==> config.mk <==
export PLATFORM = sky130hd
export DESIGN_NAME = pwm_pair_config_lock
export DESIGN_NICKNAME = d
export VERILOG_FILES = /design/src/pwm_cfg_pkg.sv /design/src/pwm_pair_config_lock.sv /design/src/pwm_pair_stage.sv /design/src/tb.sv
export VERILOG_INCLUDE_DIRS = /design/src
export SDC_FILE = /design/constraint.sdc
export NUM_CORES = 1
export LEC_CHECK = 0
export ABC_AREA = 1
export BUFFER_PORTS_ARGS = -buffer_cell sky130_fd_sc_hd__buf_2
export CAP_MARGIN = 15
export CORE_MARGIN = 8
export CORE_UTILIZATION = 30
export CTS_BUF_LIST = sky130_fd_sc_hd__clkbuf_16
export CTS_CLUSTER_SIZE = 40
export DETAILED_ROUTE_END_ITERATION = 6
export PLACE_DENSITY = 0.42
export SYNTH_ARGS = -nofsm -noshare
export SYNTH_HDL_FRONTEND = slang
export SYNTH_SLANG_ARGS = --single-unit
export TNS_END_PERCENT = 1
==> constraint.sdc <==
create_clock -name clock -period 2.46 [get_ports clock]
set_clock_uncertainty 0.1 [all_clocks]
set_input_delay 0.123 -clock clock [delete_from_list [all_inputs] [get_ports clock]]
set_output_delay 0.123 -clock clock [all_outputs]
set_load 0.03 [all_outputs]
==> src/pwm_cfg_defines.svh <==
// register offsets, field positions and reset values of the pwm
// configuration front end; included by the package and the top module
`ifndef PWM_CFG_DEFINES_SVH
`define PWM_CFG_DEFINES_SVH

// =====================================================================
// module-level offsets (added to the chip-level base)
`define OFF_GLOBAL_CFG    16'h0000
`define OFF_POL_ACCEL_CFG 16'h0001
`define OFF_ACCEL_CFG     16'h0003
`define OFF_VALUE_FIRST   16'h0010
`define OFF_VALUE_LAST    16'h001b
`define OFF_TB_A_FIRST    16'h0020
`define OFF_TB_A_LAST     16'h0027
`define OFF_TB_BC_FIRST   16'h0028
`define OFF_TB_BC_LAST    16'h0037

// =====================================================================
// field positions of the global configuration register
`define BIT_LOCK          7
`define BIT_MULTI         6
`define BIT_EDGE_C        5
`define BIT_EDGE_A        3
`define BIT_SEP_C         2
`define BIT_SEP_A         0

// =====================================================================
// field positions of the polarity and acceleration register
`define BIT_ACCEL         7
`define BIT_INV_HI        5
`define BIT_INV_LO        0

// =====================================================================
// field positions of the acceleration-controlled register
`define BIT_WAIT_OFF      7
`define BIT_FREEZE_OFF    6
`define BIT_VLM_HI        4
`define BIT_VLM_LO        3
`define BIT_EXCH_HI       2
`define BIT_EXCH_LO       0

// =====================================================================
// value load modes and reset values
`define VLM_INDEP         2'h0
`define VLM_TO_FIVE       2'h1
`define VLM_TO_THREE      2'h2
`define RESET_CFG_BYTE    8'h00
`define TB_BYTES          24

`endif

==> src/pwm_cfg_pkg.sv <==
// types shared by the pwm configuration front end
// assumes pwm_cfg_defines.svh is on the include path
`include "pwm_cfg_defines.svh"

package pwm_cfg_pkg;

  // ===================================================================
  // whole state of the top module, registered as one word
  typedef struct packed {
    logic lock;
    logic multi;
    logic [2:0] edge_sel;
    logic [2:0] separate;
    logic accel;
    logic [5:0] invert;
    logic wait_off;
    logic freeze_off;
    logic [1:0] vlm;
    logic [2:0] exchange;
    logic [5:0][15:0] value;
    logic [`TB_BYTES-1:0][7:0] tb;
    logic [7:0] rdata;
    logic [2:0] align_eff;
    logic [5:0] chan;
  } cfg_state_t;

endpackage

==> src/pwm_pair_config_lock.sv <==
// configuration front end of a three-pair pwm generator
// assumes a synchronous byte register port and external counters
// assumes wr and rd are never high in the same cycle
`timescale 1ns/10ps
`include "pwm_cfg_defines.svh"

module pwm_pair_config_lock import pwm_cfg_pkg::*; #(
  parameter int ADDR_W = 16,
  parameter logic [15:0] BASE_ADDR = 16'h0000,
  parameter int COUNT_W = 15
) (
  input wire logic clock,
  input wire logic nrst,
  input wire logic ce,
  input wire logic [ADDR_W-1:0] addr,
  input wire logic [7:0] wdata,
  input wire logic wr,
  input wire logic rd,
  output logic [7:0] rdata,
  input wire logic [COUNT_W-1:0] counter_a,
  input wire logic [COUNT_W-1:0] counter_b,
  input wire logic [COUNT_W-1:0] counter_c,
  output logic write_locked,
  output logic multi_timebase_select,
  output logic pair_a_edge_align,
  output logic pair_b_edge_align,
  output logic pair_c_edge_align,
  output logic pair_a_separate_mode,
  output logic pair_b_separate_mode,
  output logic pair_c_separate_mode,
  output logic accel_write_enable,
  output logic [5:0] channel_invert,
  output logic [1:0] value_load_mode,
  output logic pair_a_exchange,
  output logic pair_b_exchange,
  output logic pair_c_exchange,
  output logic stop_in_wait,
  output logic stop_in_freeze,
  output logic channel_0_out,
  output logic channel_1_out,
  output logic channel_2_out,
  output logic channel_3_out,
  output logic channel_4_out,
  output logic channel_5_out
);

  cfg_state_t s_reg;
  cfg_state_t s_next;
  logic [15:0] off;
  logic [5:0] chan_level;
  logic [5:0] region;
  logic cfg_open;
  logic accel_open;
  logic bc_open;

  // one-hot region select, shared by the read mux and the write path
  localparam int RG_GLOBAL = 0;
  localparam int RG_POL = 1;
  localparam int RG_ACCEL = 2;
  localparam int RG_VALUE = 3;
  localparam int RG_TB_A = 4;
  localparam int RG_TB_BC = 5;

  // =====================================================================
  // helpers
  function automatic logic in_range(input logic [15:0] a,
                                    input logic [15:0] lo,
                                    input logic [15:0] hi);
    in_range = (a >= lo) && (a <= hi);
  endfunction

  // two byte offsets per value: high byte even, low byte odd
  function automatic logic [2:0] value_index(input logic [15:0] a);
    value_index = a[3:1];
  endfunction

  // generator a bytes first, then the b/c bytes
  function automatic logic [4:0] tb_index(input logic [15:0] a);
    tb_index = 5'(a - `OFF_TB_A_FIRST);
  endfunction

  // reserved load mode behaves as independent access
  function automatic logic copy_to(input logic [1:0] mode,
                                   input int k);
    unique case (mode)
      `VLM_INDEP: copy_to = 1'b0;
      `VLM_TO_FIVE: copy_to = 1'b1;
      `VLM_TO_THREE: copy_to = (k <= 3);
      2'h3: copy_to = 1'b0;
    endcase
  endfunction

  // at most one region bit is set for any offset
  function automatic logic [5:0] region_of(input logic [15:0] a);
    region_of = 6'h00;
    region_of[RG_GLOBAL] = (a == `OFF_GLOBAL_CFG);
    region_of[RG_POL] = (a == `OFF_POL_ACCEL_CFG);
    region_of[RG_ACCEL] = (a == `OFF_ACCEL_CFG);
    region_of[RG_VALUE] = in_range(a, `OFF_VALUE_FIRST, `OFF_VALUE_LAST);
    region_of[RG_TB_A] = in_range(a, `OFF_TB_A_FIRST, `OFF_TB_A_LAST);
    region_of[RG_TB_BC] = in_range(a, `OFF_TB_BC_FIRST, `OFF_TB_BC_LAST);
  endfunction

  function automatic logic [7:0] read_reg(input logic [15:0] a,
                                          input cfg_state_t st);
    logic [2:0] vi;
    logic [4:0] ti;
    logic [5:0] rg;
    vi = value_index(a);
    ti = tb_index(a);
    rg = region_of(a);
    // reserved bits, unmapped offsets and the hidden b/c bytes read zero
    read_reg = 8'h00;
    if (rg[RG_GLOBAL]) begin
      read_reg = {st.lock, st.multi, st.edge_sel, st.separate};
    end else if (rg[RG_POL]) begin
      read_reg = {st.accel, 1'b0, st.invert};
    end else if (rg[RG_ACCEL]) begin
      read_reg = {st.wait_off, st.freeze_off, 1'b0, st.vlm, st.exchange};
    end else if (rg[RG_VALUE]) begin
      read_reg = a[0] ? st.value[vi][7:0] : st.value[vi][15:8];
    end else if (rg[RG_TB_A]) begin
      read_reg = st.tb[ti];
    end else if (rg[RG_TB_BC]) begin
      read_reg = st.multi ? st.tb[ti] : 8'h00;
    end
  endfunction

  // =====================================================================
  // address decode
  always_comb begin
    off = 16'(addr - ADDR_W'(BASE_ADDR));
    region = region_of(off);
  end

  // =====================================================================
  // write permissions
  // lock and acceleration enable are used as registered, so a write that
  // sets the lock still lands its own lower bits; the b/c timebase bytes
  // exist only with several timebases
  always_comb begin
    cfg_open = !s_reg.lock;
    accel_open = s_reg.accel;
    bc_open = s_reg.multi;
  end

  // =====================================================================
  // output pairs
  // pairs b and c take their own counter only with several timebases
  for (genvar p = 0; p < 3; p++) begin : g_pair
    logic [COUNT_W-1:0] cnt;
    always_comb begin
      if (p == 0 || !s_reg.multi) begin
        cnt = counter_a;
      end else if (p == 1) begin
        cnt = counter_b;
      end else begin
        cnt = counter_c;
      end
    end
    pwm_pair_stage #(
      .COUNT_W(COUNT_W)
    ) u_stage (
      .counter(cnt),
      .width_top(s_reg.value[2*p]),
      .width_bot(s_reg.value[2*p+1]),
      .separate(s_reg.separate[p]),
      .exchange(s_reg.exchange[p]),
      .top_invert(s_reg.invert[2*p]),
      .bottom_invert(s_reg.invert[2*p+1]),
      .top_level(chan_level[2*p]),
      .bottom_level(chan_level[2*p+1])
    );
  end

  // =====================================================================
  // next state
  always_comb begin
    logic [2:0] vi;
    logic [4:0] ti;
    logic [15:0] word;
    vi = value_index(off);
    ti = tb_index(off);
    word = 16'h0000;
    s_next = s_reg;
    s_next.rdata = 8'h00;
    if (wr) begin
      if (region[RG_GLOBAL]) begin
        // lock and multi only ever set: a zero write must not reopen them
        if (wdata[`BIT_LOCK]) begin
          s_next.lock = 1'b1;
        end
        if (wdata[`BIT_MULTI]) begin
          s_next.multi = 1'b1;
        end
        if (cfg_open) begin
          s_next.edge_sel = wdata[`BIT_EDGE_C:`BIT_EDGE_A];
          s_next.separate = wdata[`BIT_SEP_C:`BIT_SEP_A];
        end
      end else if (region[RG_POL]) begin
        if (cfg_open) begin
          s_next.accel = wdata[`BIT_ACCEL];
          s_next.invert = wdata[`BIT_INV_HI:`BIT_INV_LO];
        end
      end else if (region[RG_ACCEL]) begin
        s_next.wait_off = wdata[`BIT_WAIT_OFF];
        s_next.freeze_off = wdata[`BIT_FREEZE_OFF];
        if (accel_open) begin
          s_next.vlm = wdata[`BIT_VLM_HI:`BIT_VLM_LO];
          s_next.exchange = wdata[`BIT_EXCH_HI:`BIT_EXCH_LO];
        end
      end else if (region[RG_VALUE]) begin
        // a byte write keeps the other byte of the value
        word = s_reg.value[vi];
        if (off[0]) begin
          word[7:0] = wdata;
        end else begin
          word[15:8] = wdata;
        end
        s_next.value[vi] = word;
        if (vi == 3'h0) begin
          for (int k = 1; k < 6; k++) begin
            if (copy_to(s_reg.vlm, k)) begin
              s_next.value[k] = word;
            end
          end
        end
      end else if (region[RG_TB_A]) begin
        s_next.tb[ti] = wdata;
      end else if (region[RG_TB_BC]) begin
        if (bc_open) begin
          s_next.tb[ti] = wdata;
        end
      end
    end
    if (rd) begin
      s_next.rdata = read_reg(off, s_reg);
    end
    // with one timebase pairs b and c follow pair a's alignment bit
    s_next.align_eff[0] = s_reg.edge_sel[0];
    s_next.align_eff[1] = s_reg.multi ? s_reg.edge_sel[1]
                                      : s_reg.edge_sel[0];
    s_next.align_eff[2] = s_reg.multi ? s_reg.edge_sel[2]
                                      : s_reg.edge_sel[0];
    s_next.chan = chan_level;
  end

  // =====================================================================
  // state register
  // ce low freezes every field, read data and channel levels included
  always_ff @(posedge clock or negedge nrst) begin
    if (!nrst) begin
      s_reg <= '0;
    end else if (ce) begin
      s_reg <= s_next;
    end
  end

  // =====================================================================
  // outputs
  assign rdata = s_reg.rdata;
  assign write_locked = s_reg.lock;
  assign multi_timebase_select = s_reg.multi;
  // edge align outputs lag the configuration bits by one more cycle
  assign pair_a_edge_align = s_reg.align_eff[0];
  assign pair_b_edge_align = s_reg.align_eff[1];
  assign pair_c_edge_align = s_reg.align_eff[2];
  assign pair_a_separate_mode = s_reg.separate[0];
  assign pair_b_separate_mode = s_reg.separate[1];
  assign pair_c_separate_mode = s_reg.separate[2];
  assign accel_write_enable = s_reg.accel;
  assign channel_invert = s_reg.invert;
  assign value_load_mode = s_reg.vlm;
  assign pair_a_exchange = s_reg.exchange[0];
  assign pair_b_exchange = s_reg.exchange[1];
  assign pair_c_exchange = s_reg.exchange[2];
  assign stop_in_wait = s_reg.wait_off;
  assign stop_in_freeze = s_reg.freeze_off;
  assign channel_0_out = s_reg.chan[0];
  assign channel_1_out = s_reg.chan[1];
  assign channel_2_out = s_reg.chan[2];
  assign channel_3_out = s_reg.chan[3];
  assign channel_4_out = s_reg.chan[4];
  assign channel_5_out = s_reg.chan[5];

endmodule // pwm_pair_config_lock

==> src/pwm_pair_stage.sv <==
// one output pair: compare, pair mode, exchange and polarity
// assumes counter and pulse widths are stable in the clock domain
`timescale 1ns/10ps

module pwm_pair_stage #(
  parameter int COUNT_W = 15
) (
  input wire logic [COUNT_W-1:0] counter,
  input wire logic [15:0] width_top,
  input wire logic [15:0] width_bot,
  input wire logic separate,
  input wire logic exchange,
  input wire logic top_invert,
  input wire logic bottom_invert,
  output logic top_level,
  output logic bottom_level
);

  logic raw_top;
  logic raw_bot;
  logic sw_top;
  logic sw_bot;

  // =====================================================================
  // pair logic
  always_comb begin
    raw_top = {{(16-COUNT_W){1'b0}}, counter} <= width_top;
    raw_bot = separate ? ({{(16-COUNT_W){1'b0}}, counter} <= width_bot)
                       : ~raw_top;
    sw_top = raw_top;
    sw_bot = raw_bot;
    if (!separate && exchange) begin
      sw_top = raw_bot;
      sw_bot = raw_top;
    end
    top_level = sw_top ^ top_invert;
    bottom_level = sw_bot ^ bottom_invert;
  end

endmodule // pwm_pair_stage

==> src/tb.sv <==
// self-checking bench of the pwm configuration front end
// assumes the design files and pwm_cfg_props.sv are compiled first
`timescale 1ns/10ps

module tb;
  localparam logic [15:0] BASE = 16'h0100;
  logic clock = 1'b0, nrst = 1'b0, ce = 1'b1, wr = 1'b0, rd = 1'b0;
  logic [15:0] addr = 16'h0000;
  logic [7:0] wdata = 8'h00, rdata;
  logic [14:0] cn [3] = '{default: 15'h0000};
  logic wl, mts, acc, siw, sif;
  logic [2:0] ed, sp, xc;
  logic [5:0] inv, ch;
  logic [1:0] vlm;
  logic [31:0] lf = 32'ha072e705;
  int g, p, c3, n_mismatch, n_tests;
  int v[6] = '{default: 0};
  int t[24] = '{default: 0};

  pwm_pair_config_lock #(.BASE_ADDR(BASE)) pwm_pair_config_lock_inst (
    .clock(clock), .nrst(nrst), .ce(ce), .addr(addr), .wdata(wdata),
    .wr(wr), .rd(rd), .rdata(rdata), .counter_a(cn[0]), .counter_b(cn[1]),
    .counter_c(cn[2]), .write_locked(wl), .multi_timebase_select(mts),
    .pair_a_edge_align(ed[0]), .pair_b_edge_align(ed[1]),
    .pair_c_edge_align(ed[2]), .pair_a_separate_mode(sp[0]),
    .pair_b_separate_mode(sp[1]), .pair_c_separate_mode(sp[2]),
    .accel_write_enable(acc), .channel_invert(inv), .value_load_mode(vlm),
    .pair_a_exchange(xc[0]), .pair_b_exchange(xc[1]),
    .pair_c_exchange(xc[2]), .stop_in_wait(siw), .stop_in_freeze(sif),
    .channel_0_out(ch[0]), .channel_1_out(ch[1]), .channel_2_out(ch[2]),
    .channel_3_out(ch[3]), .channel_4_out(ch[4]), .channel_5_out(ch[5]));

  always #2.5 clock = ~clock;

  // ===================================================================
  // helpers
  function automatic logic [31:0] nx(logic [31:0] s);
    return {s[30:0], s[31] ^ s[21] ^ s[1] ^ s[0]};
  endfunction

  task summarize;
    $display("tests %0d mismatches %0d", n_tests, n_mismatch);
    if (n_mismatch == 0 && n_tests > 0)
      $display("Finished cleanly");
    else
      $display("Finished with errors");
    $finish;
  endtask

  task chk(logic [15:0] s, logic [15:0] e);
    n_tests++;
    if (s !== e) begin
      n_mismatch++;
      $display("wrong value at %0t: got %h want %h", $time, s, e);
    end
  endtask

  function automatic int mr(int o);
    if (o == 0 || o == 1 || o == 3) return o == 0 ? g : (o == 1 ? p : c3);
    if (o >= 16 && o < 28) return o[0] ? v[(o-16)/2] & 255 : v[(o-16)/2] >> 8;
    if (o >= 32 && o < 56) return t[o-32];
    return 0;
  endfunction

  // ===================================================================
  // register port tasks: bw updates the model, br checks a read against it
  task bw(int o, int d);
    int i;
    @(posedge clock);
    wr <= 1'b1;
    addr <= BASE + 16'(o);
    wdata <= 8'(d);
    @(posedge clock);
    wr <= 1'b0;
    if (o == 0) g = g[7] ? g | (d & 192) : (g & 192) | d;
    if (o == 1 && !g[7]) p = d & 191;
    if (o == 3) c3 = p[7] ? d & 223 : (c3 & 31) | (d & 192);
    if (o >= 16 && o < 28) begin
      i = (o - 16) / 2;
      v[i] = o[0] ? (v[i] & 65280) | d : (v[i] & 255) | (d << 8);
      for (int k = 1; k < 6; k++)
        if (i == 0 && (c3[4:3] == 1 || (c3[4:3] == 2 && k < 4))) v[k] = v[0];
    end
    if (o >= 32 && o < 56 && (o < 40 || g[6])) t[o-32] = d;
  endtask

  task br(int o);
    @(posedge clock);
    rd <= 1'b1;
    addr <= BASE + 16'(o);
    @(posedge clock);
    rd <= 1'b0;
    #1 chk(rdata, mr(o));
  endtask

  task co;
    int c, tp, bt;
    repeat (3) @(posedge clock);
    #1 chk({wl, mts, sp, acc, vlm, xc}, {g[7:6], g[2:0], p[7], c3[4:0]});
    chk(inv, p[5:0]);
    chk({siw, sif}, c3[7:6]);
    chk(ed, g[6] ? g[5:3] : {3{g[3]}});
    for (int q = 0; q < 3; q++) begin
      c = (q == 0 || !g[6]) ? cn[0] : cn[q];
      tp = c <= v[2*q];
      bt = g[q] ? c <= v[2*q+1] : !tp;
      if (!g[q] && c3[q]) {tp, bt} = {bt, tp};
      chk({ch[2*q+1], ch[2*q]}, {bt[0] ^ p[2*q+1], tp[0] ^ p[2*q]});
    end
  endtask

  // ===================================================================
  // main sequence
  initial begin
    repeat (8) @(posedge clock);
    nrst <= 1'b1;
    for (int o = 0; o < 64; o++) br(o);
    bw(1, 128);
    for (int m = 0; m < 4; m++) begin
      bw(3, m * 8);
      for (int o = 27; o > 15; o--) begin
        lf = nx(lf);
        bw(o, lf[7:0]);
      end
      for (int o = 16; o < 28; o++) br(o);
    end
    for (int n = 0; n < 24; n++) begin
      lf = nx(lf);
      bw(0, lf[5:0] | (n == 12 ? 64 : 0));
      bw(1, lf[13:6]);
      bw(3, lf[23:16]);
      bw(16 + lf[27:24] % 12, lf[31:24]);
      bw(32 + n, lf[7:0]);
      br(32 + n);
      @(posedge clock);
      cn[0] <= lf[14:0];
      cn[1] <= lf[29:15];
      cn[2] <= ~lf[14:0];
      co;
      br(0);
      br(1);
      br(3);
      if (n == 16) bw(0, 128);
    end
    // a write strobe to offset 3 while ce is low must leave that register untouched
    @(posedge clock);
    ce <= 1'b0;
    wr <= 1'b1;
    addr <= BASE + 16'h0003;
    wdata <= 8'(c3 ^ 192);
    @(posedge clock);
    wr <= 1'b0;
    @(posedge clock);
    ce <= 1'b1;
    br(3);
    summarize;
  end

  initial begin
    #20000;
    n_mismatch++;
    summarize;
  end
endmodule // tb
==> results of run 1 <==
[per-stage QoR]
| step | utilization | setup TNS, ps | total power [mW] | hold slack [ps] | area (um2) |
|---|---|---|---|---|---|
| floorplan | - | 0 | 6.00 | -273 | 19600 |
| global placement | 0.337 | -511 | 6.64 | 40.6 | 21700 |
| detailed placement | 0.337 | -496 | 6.64 | 43.9 | 21700 |
| CTS | 0.360 | -54.6 | 12.7 | 5.76 | 23200 |
| global route | 0.366 | -415 | 13.0 | 57.5 | 23600 |
| finish | 0.366 | -19.1 | 12.5 | 15.8 | 23600 |
[metal layers]
layer	part of all wire	global-route usage	up-vias
li1	-	-	8693
met1	0.44	0.256	8538
met2	0.49	0.337	461
met3	0.042	0.0210	105
met4	0.028	0.0584	0
met5	0	0	-
[path summary, 6_finish.rpt]
kind	to	slack [ps]	depth (start not counted)
setup / recovery	channel_3_out$_DFFE_PN0P_	-10	15
hold / removal	s_reg[220]$_DFFE_PN0P_	20	2
setup reg to reg	channel_3_out$_DFFE_PN0P_	-10	15
min in group clock	write_locked$_DFFE_PN0P_	30	6
max in group asynchronous	s_reg[185]$_DFFE_PN0P_	1410	3
hold reg to reg	pair_a_edge_align$_DFFE_PN0P_	360	2
[synthesized netlist by cell type, drive strengths merged]
| cell type | count | area, um2 |
|---|---|---|
| nand4 | 17 | 113 |
| or2 | 1 | 6.26 |
| a211oi | 2 | 15.0 |
| a31oi | 6 | 37.5 |
| dfrtp | 327 | 8180 |
| o21a | 6 | 45.0 |
| a21oi | 162 | 811 |
| ha | 91 | 1140 |
| a22o | 1 | 8.76 |
| buf | 77 | 597 |
| o21bai | 5 | 37.5 |
| mux2 | 1 | 11.3 |
| inv | 174 | 661 |
| a21o | 1 | 7.51 |
| o211ai | 6 | 45.0 |
| nor3 | 3 | 31.3 |
| o21ai | 392 | 2380 |
| nand2 | 841 | 3390 |
| a221oi | 3 | 26.3 |
| nand3 | 66 | 360 |
| nor2 | 100 | 513 |
| o31ai | 2 | 15.0 |
| a22oi | 42 | 315 |
| nor4 | 3 | 18.8 |
| nand3b | 2 | 15.0 |
| o22ai | 84 | 526 |
| clkbuf | 74 | 278 |
[cells by family (layout without fill, tap and decap cells)]
kind of cell | Yosys count | count (layout) | share of synthesized area
adder cells (fa/ha/maj) | 91 | 91 | 0.0581
multiplexers | 1 | 1 | 0.000575
flip-flops | 327 | 327 | 0.418
AND/OR/NAND/NOR | 1033 | 1033 | 0.227
AO/OA/AOI/OAI | 712 | 712 | 0.218
buffers and inverters | 325 | 517 | 0.0784
[repair_timing]
item,in CTS,in global routing
setup buffers,0,3
endpoints found under the setup margin,4,6
pin swaps,1,13
hold buffers,12,0
cloned,0,2
hold endpoints to repair,360,0
gates resized for setup,13,66
[area by class of cell]
| class | count | share of cell area |
|---|---|---|
| multi-input combinational | 1837 | 0.434 |
| sequential | 327 | 0.347 |
| timing repair buffer | 269 | 0.0898 |
| clock buffer | 43 | 0.0457 |
| tap | 855 | 0.0454 |
| inverter | 174 | 0.0281 |
| clock inverter | 31 | 0.00924 |
[report_power, final]
group | leakage (nW) | total (mW) | switching [mW] | internal (mW)
Combinational | 7.20 | 1.18 | 0.831 | 0.352
Sequential | 4.07 | 5.40 | 0.00494 | 5.39
Clock | 0.665 | 5.96 | 2.58 | 3.38
Total | 11.9 | 12.5 | 3.42 | 9.12
==> flow_summary.ini, run 1 <==
[worst_setup_path]
path_cells = buf_12 -> clkbuf_16 -> nand2_4 -> nand2_4 -> ha_4 -> nand2_2 -> nor4_4 -> buf_6 -> nand2_4 -> nand2_4 -> nand2_4 -> nand3_2 -> nand4_1 -> nand3_1 -> nand2_1
crit_path_top_delay_cell = dfrtp_2
slowest_delay_ps = 460
startpoint_type = register
end_kind = register
crit_fanout = 5
crit_buf_inv = 3
path_class = register to register
crit_family = simple AND/OR/NAND/NOR gates
rr_startpoint = multi_timebase_select$_DFFE_PN0P_
required_ps = 2830
critical_path_arrival_ps = 2840
startpoint = multi_timebase_select$_DFFE_PN0P_
cpMostUsedCell = nand2_4

[cells_and_area]
layout_commonest_cell = nand2_1
antennaDiodeCount = 0
fin_nets = 2817
multiInputGateArea_um2 = 10200
layout_common_cells = nand2_1, dfrtp_1, inv_1
syn_to_final_growth_pct = 20.3
drive_gt1_frac = 0.204
seqCellArea_um2 = 8180
largest_reg_flops = 290
final_cells = 3536
fillers = 6817

[route]
vias_per_cell = 5.03
ant_nets = 0
vias = 17800
drt_iter0_drc = 1539
drt_wl_total_um = 73700
drc = 0
drt-pass1-iter-count = 5
wl_per_cell_um = 20.8

[placement]
place.port_buffers = 109
gp_congestion = 0.886
dpl.hpwl_um = 53200
post-place-ws_ps = -184
dp.cells = 3445

[worst_hold_path]
worstHoldPathType = primary input to async pin

[die]
rows = 93
dieArea_um2 = 73700
initial_core_util = 0.304
die_w_um = 272
die_h_um = 272
core_area_um2 = 64500
pin_count = 110

[yosys]
avgSynthCellArea_um2 = 7.87
syn-num-nets = 2654
synth_cells = 2489
ys_seq_area_frac = 0.418
ys_ff_latch = 327
netlist_area_um2 = 19600
yosysUniqueCellTypes = 45
ys_warn_count = 0

[global_routing]
antenna_found_initial = 1
grt_pass1_vias = 17800
grt-ovfl-total = 0
track_usage = 0.195
grt_max_degree = 66
grt_pass1_wl_um = 112000

[clock_network]
cts_buffer_depth = 3
cts_root_buffer = clkbuf_16
worstSkewPairLatency_ps = 590
numCtsBuffers = 43
cts_sinks = 327
cts.htree.levels = 2
cts_tree = built
clk_pin_slew_ps = 60

[sta]
hold_viol_final = 0
fmax_mhz = 405
worstMarginPinSlew_ps = 689
drv_slew = 0
finalSetupViolCount = 2
relSlewSlack = 0.537
rsz0062_at_grt = true
setup_slack_ps = -11.0
period_share = 1.00
post-route-min-period_ps = 2470

[outcome]
outcome = finished, violations left
violations = negative setup slack

[power_and_ir_drop]
leakagePower_nw = 11.9
p_per_area_nw_per_um2 = 532
irDropWorstVdd_mv = 0.414

[job]
max_cap_viol_count = 0
(Power assumes the default switching activity.)
==> inputs of run 2 (changes only) <==
Settings changed: HOLD_SLACK_MARGIN set to 0.05, SLEW_MARGIN set to 20.
==> run 2 against run 1 <==
The run still ends with negative setup slack left; worst hold slack gained 80 ps; combinational power is essentially flat; count of clock-buffer cells in the layout is the same; final cell count grew 0.17%; utilization grew 0.11 points; largest power group unchanged; highest routed layer unchanged.
==> flow_summary.ini, run 2 (same netlist as run 1, synthesis figures left out) <==
[cells_and_area]
utilization = 0.367
stdcell_area_um2 = 23600
layout_common_cells = nand2_1, dfrtp_1, inv_1
fillers = 6807
largest_reg_flops = 290
seqCellArea_um2 = 8180
fin_nets = 2823
drive_gt1_frac = 0.204
multiInputGateArea_um2 = 10200
syn_to_final_growth_pct = 20.7
antennaDiodeCount = 0
layout_commonest_cell = nand2_1
final_cells = 3542

[sta]
post-route-min-period_ps = 2470
fmax_mhz = 405
rsz0062_at_grt = true
period_share = 1.00
hold_viol_final = 0
worstMarginPinSlew_ps = 679
relSlewSlack = 0.544
drv_slew = 0
finalSetupViolCount = 2
setup_slack_ps = -12.1

[die]
core_area_um2 = 64500
initial_core_util = 0.304
rows = 93
die_h_um = 272
die_w_um = 272
dieArea_um2 = 73700
pin_count = 110

[route]
wl_per_cell_um = 20.8
ant_nets = 0
vias_per_cell = 5.01
drc = 0
drt_iter0_drc = 1516
vias = 17700
drt-pass1-iter-count = 5
drt_wl_total_um = 73800

[global_routing]
grt_max_degree = 66
track_usage = 0.196
grt_pass1_vias = 17800
grt_pass1_wl_um = 112000
antenna_found_initial = 1
grt-ovfl-total = 0

[clock_network]
cts.htree.levels = 2
cts_sinks = 327
clk_pin_slew_ps = 60
worstSkewPairLatency_ps = 580
cts_buffer_depth = 3
numCtsBuffers = 43
cts_root_buffer = clkbuf_16
cts_tree = built

[outcome]
violations = negative setup slack
outcome = finished, violations left

[power_and_ir_drop]
p_per_area_nw_per_um2 = 530
leakagePower_nw = 12.0
irDropWorstVdd_mv = 0.414

[placement]
gp_congestion = 0.886
place.port_buffers = 109
dp.cells = 3445
dpl.hpwl_um = 53200
dpl_cell_area_um2 = 21700

[worst_setup_path]
critical_path_arrival_ps = 2840
end_kind = register
required_ps = 2830
crit_fanout = 5
path_class = register to register
startpoint_type = register

[worst_hold_path]
worstHoldPathType = primary input to register

[job]
max_cap_viol_count = 0
run 2: timing repair:
action	in CTS	in global routing
gates resized for setup	13	66
pin swaps	1	13
gates cloned	0	2
hold buffers	18	0
endpoints found under the hold margin	369	0
buffers inserted	0	3
setup endpoints to repair	4	6
run 2: cell type report:
class                           instances  share of cell area
Clock buffer                           43              0.0455
Clock inverter                         31             0.00921
Inverter                              174              0.0281
Multi-Input combinational cell       1837               0.433
Sequential cell                       327               0.346
Tap cell                              855              0.0453
Timing Repair Buffer                  275              0.0925
run 2: metrics by stage:
step | worst slack, ps | TNS (ps) | hold WS [ps] | power [mW]
after floorplan | 7.13 | 0 | -273 | 6.00
after global placement | -145 | -511 | 40.6 | 6.64
after detailed placement | -184 | -496 | 43.9 | 6.64
after CTS | -30.6 | -54.6 | 75.3 | 12.7
after global routing | -129 | -414 | 116 | 13.0
final | -12.1 | -20.9 | 95.9 | 12.5
run 2: worst paths after layout:
check	startpoint	end	slack (ps)	depth (start not counted)
hold / removal	addr[4]	multi_timebase_select$_DFFE_PN0P_	100	6
setup / recovery	multi_timebase_select$_DFFE_PN0P_	channel_5_out$_DFFE_PN0P_	-10	17
min in group asynchronous	nrst	s_reg[137]$_DFFE_PN0P_	510	3
setup reg to reg	multi_timebase_select$_DFFE_PN0P_	channel_5_out$_DFFE_PN0P_	-10	17
hold reg to reg	pair_a_edge_align$_DFFE_PN0P_	pair_a_edge_align$_DFFE_PN0P_	370	2
max in group asynchronous	nrst	s_reg[177]$_DFFE_PN0P_	1020	4
run 2: per-layer routing:
| metal | routed length, um | vias to the layer above | GRT usage |
|---|---|---|---|
| met5 | 0 | - | 0 |
| met4 | 2050 | 0 | 0.0569 |
| met3 | 2730 | 107 | 0.0209 |
| met2 | 36400 | 442 | 0.338 |
| met1 | 32700 | 8493 | 0.257 |
| li1 | - | 8701 | - |
run 2: critical path, cell delays in order, from the launching register on:
cell and delay [ps]:
dfrtp_2 460, buf_12 150, clkbuf_16 160, nand2_4 80, nand2_4 60, ha_4 280, nand2_4 40, nor4_4 260
buf_4 180, nand2_2 50, nand2_2 70, nand2_2 80, nand2_2 60, nand3_2 70, nand2_1 70, nand2_1 50
nand3_1 80, nand2_1 50
run 2: report_power, final:
part           leakage [nW]  total, mW  internal [mW]  switching (mW)
combinational          7.22       1.19          0.359           0.832
sequential             4.07       5.40           5.39         0.00483
clock                 0.665       5.95           3.38            2.57
total                  12.0       12.5           9.13            3.41
==> inputs of run 3 (changes only) <==
Settings changed: ABC_AREA 1 to not set, REMOVE_ABC_BUFFERS set to 1.
==> run 3 against run 2 <==
The flow still finishes with violations (negative setup slack); via count down 27%; wire length fell by 18%; global-route usage is 1.7 points lower.
==> flow_summary.ini, run 3 <==
[cells_and_area]
layout_commonest_cell = dfrtp_1
layout_common_cells = dfrtp_1, mux2_2, buf_4
largest_reg_flops = 290
syn_to_final_growth_pct = 25.7
stdcell_area_um2 = 22900
utilization = 0.380
final_cells = 2568
fin_nets = 1921
antennaDiodeCount = 0
fillers = 5925
drive_gt1_frac = 0.452

[worst_setup_path]
slowest_delay_ps = 450
rr_startpoint = multi_timebase_select$_DFFE_PN0P_
required_ps = 2830
startpoint_type = register
rr_endpoint = channel_5_out$_DFFE_PN0P_
end_kind = register
crit_fanout = 26
path_cells = buf_8 -> nand2_1 -> nand2_1 -> ha_1 -> nand4_1 -> nor4_2 -> a21boi_2 -> o31ai_2 -> a22oi_2 -> buf_4 -> xnor2_1 -> mux2_2
ff2ff_path_depth = 12
cpMostUsedCell = nand2_1
path_class = register to register
r2r_setup_slack_ps = -300
crit_family = simple AND/OR/NAND/NOR gates
critical_path_arrival_ps = 3130
crit_buf_inv = 2
crit_path_top_delay_cell = dfrtp_2

[sta]
period_share = 1.12
worstMarginPinSlew_ps = 693
post-route-min-period_ps = 2760
setup_tns_ps = -12120
finalSetupViolCount = 101
setup_slack_ps = -304
rsz0062_at_grt = true
whs_ps = 62.9
relSlewSlack = 0.538
hold_viol_final = 0
drv_slew = 0
fmax_mhz = 362

[global_routing]
grt_pass1_vias = 13900
antenna_found_initial = 3
grt-ovfl-total = 0
grt_pass1_wl_um = 90900
track_usage = 0.179
grt_max_degree = 70

[yosys]
muxShareOfSynthArea = 0.297
netlist_area_um2 = 18200
synth.area.top_cells = dfrtp_1, mux2_2, mux4_2
synth-xor-area-share = 0.00434
synthAdderAreaFrac = 0.0632
synth_compound_area_frac = 0.0622
synthTopCellsByCount = dfrtp_1, mux2_2, nand2_1
ys_seq_area_frac = 0.450
yosysTopAreaCell = dfrtp_1
synth_top_family_by_area = multiplexers
yosysUniqueCellTypes = 67
synth-async-reset-ratio = 1.00
ys_ff_latch = 327
avgSynthCellArea_um2 = 12.2
synth_most_common_cell = dfrtp_1
synth_top_area_frac = 0.450
synth-main-ff-cell = dfrtp_1
ys_warn_count = 0
synth_cells = 1492
synth_edf_count = 0
synthSimpleGateAreaFrac = 0.0768

[power_and_ir_drop]
leakagePower_nw = 11.0
irDropWorstVdd_mv = 0.437
finalPower_mw = 12.5
p_per_area_nw_per_um2 = 547

[die]
core_area_um2 = 60100
dieArea_um2 = 68700
pin_count = 110
initial_core_util = 0.302
die_w_um = 262
rows = 90
die_h_um = 262

[route]
drc = 0
wl_per_cell_um = 23.7
vias = 12900
ant_nets = 0
drt_iter0_drc = 748
drt_wl_total_um = 60700
drt-pass1-iter-count = 5
vias_per_cell = 5.02

[placement]
dp.cells = 2485
place.port_buffers = 109
gp_congestion = 0.872
post-place-ws_ps = -551
dpl.hpwl_um = 45600
dpl_cell_area_um2 = 21100

[clock_network]
cts.htree.levels = 2
cts_tree = built
cts_buffer_depth = 3
worstSkewPairLatency_ps = 580
clk_pin_slew_ps = 70
cts_root_buffer = clkbuf_16
cts_sinks = 327
numCtsBuffers = 41

[job]
max_cap_viol_count = 0

[outcome]
violations = negative setup slack
outcome = finished, violations left

[worst_hold_path]
worstHoldPathType = primary input to async pin
run 3: changes by cell type after synthesis, moves of 35 or more:
cell / before / now
o21ai_0: 175 / 29
a22oi_1: 42 / 3
a21oi_1: 162 / 71
nand2_1: 811 / 136
mux2_2: 1 / 299
o21ai_1: 105 / 0
inv_1: 164 / 94
nand3_1: 63 / 13
mux4_2: 0 / 73
nor2_1: 82 / 47
o21ai_2: 112 / 0
o22ai_1: 84 / 12
run 3: report_power, final:
group	total, mW	leakage (nW)	internal, mW	switching (mW)
Clock	5.97	0.671	3.47	2.50
Combinational	1.13	5.81	0.418	0.709
Sequential	5.41	4.47	5.39	0.0132
run 3: cell type report:
type                            count  area [um2]  share of cell area
Clock inverter                     32         292              0.0128
Inverter                           96         363              0.0159
Timing Repair Buffer              317        2550               0.112
Sequential cell                   327        8180               0.358
Multi-Input combinational cell    973        9460               0.414
Clock buffer                       41        1030              0.0449
Tap cell                          782         978              0.0428
run 3: how the worst max path moves through the flow:
| stage | from | end | slack [ps] | cells after the start |
|---|---|---|---|---|
| final | multi_timebase_select$_DFFE_PN0P_ | channel_5_out$_DFFE_PN0P_ | -300 | 12 |
| after global routing | multi_timebase_select$_DFFE_PN0P_ | channel_5_out$_DFFE_PN0P_ | -440 | 14 |
| after CTS | multi_timebase_select$_DFFE_PN0P_ | channel_5_out$_DFFE_PN0P_ | -300 | 13 |
| after detailed placement | multi_timebase_select$_DFFE_PN0P_ | channel_4_out$_DFFE_PN0P_ | -550 | 12 |
| after global placement | multi_timebase_select$_DFFE_PN0P_ | channel_5_out$_DFFE_PN0P_ | -520 | 12 |
| after floorplan | multi_timebase_select$_DFFE_PN0P_ | channel_3_out$_DFFE_PN0P_ | -1070 | 10 |
run 3: cells by family after synthesis:
kind of cell	count (synthesis)
AOI/OAI and AO/OA	180
xor gates and xnor gates	9
adders and majority gates	92
buffers and inverters	192
DFF	327
muxes	407
and+or+nand+nor	285
run 3: worst register-to-register path, cell delays in order (launching register included):
cell and delay, ps:
dfrtp_2 450, buf_8 180, nand2_1 90, nand2_1 70, ha_1 300, nand4_1 140
nor4_2 310, a21boi_2 220, o31ai_2 100, a22oi_2 220, buf_4 170, xnor2_1 60
mux2_2 250
run 3: per-layer routing:
layer  part of all wire  vias up  track usage
met2               0.47      276        0.294
met5                  0        -            0
met1               0.45     6566        0.238
met3              0.040      100       0.0268
li1                   -     5962            -
met4              0.035        0       0.0636
run 3: timing repair:
| action | in CTS | in global routing |
|---|---|---|
| setup buffers | 3 | 0 |
| setup endpoints to repair | 190 | 196 |
| pin swaps | 29 | 2 |
| gates resized for setup | 63 | 22 |
| endpoints found under the hold margin | 271 | 0 |
| hold buffers | 7 | 0 |
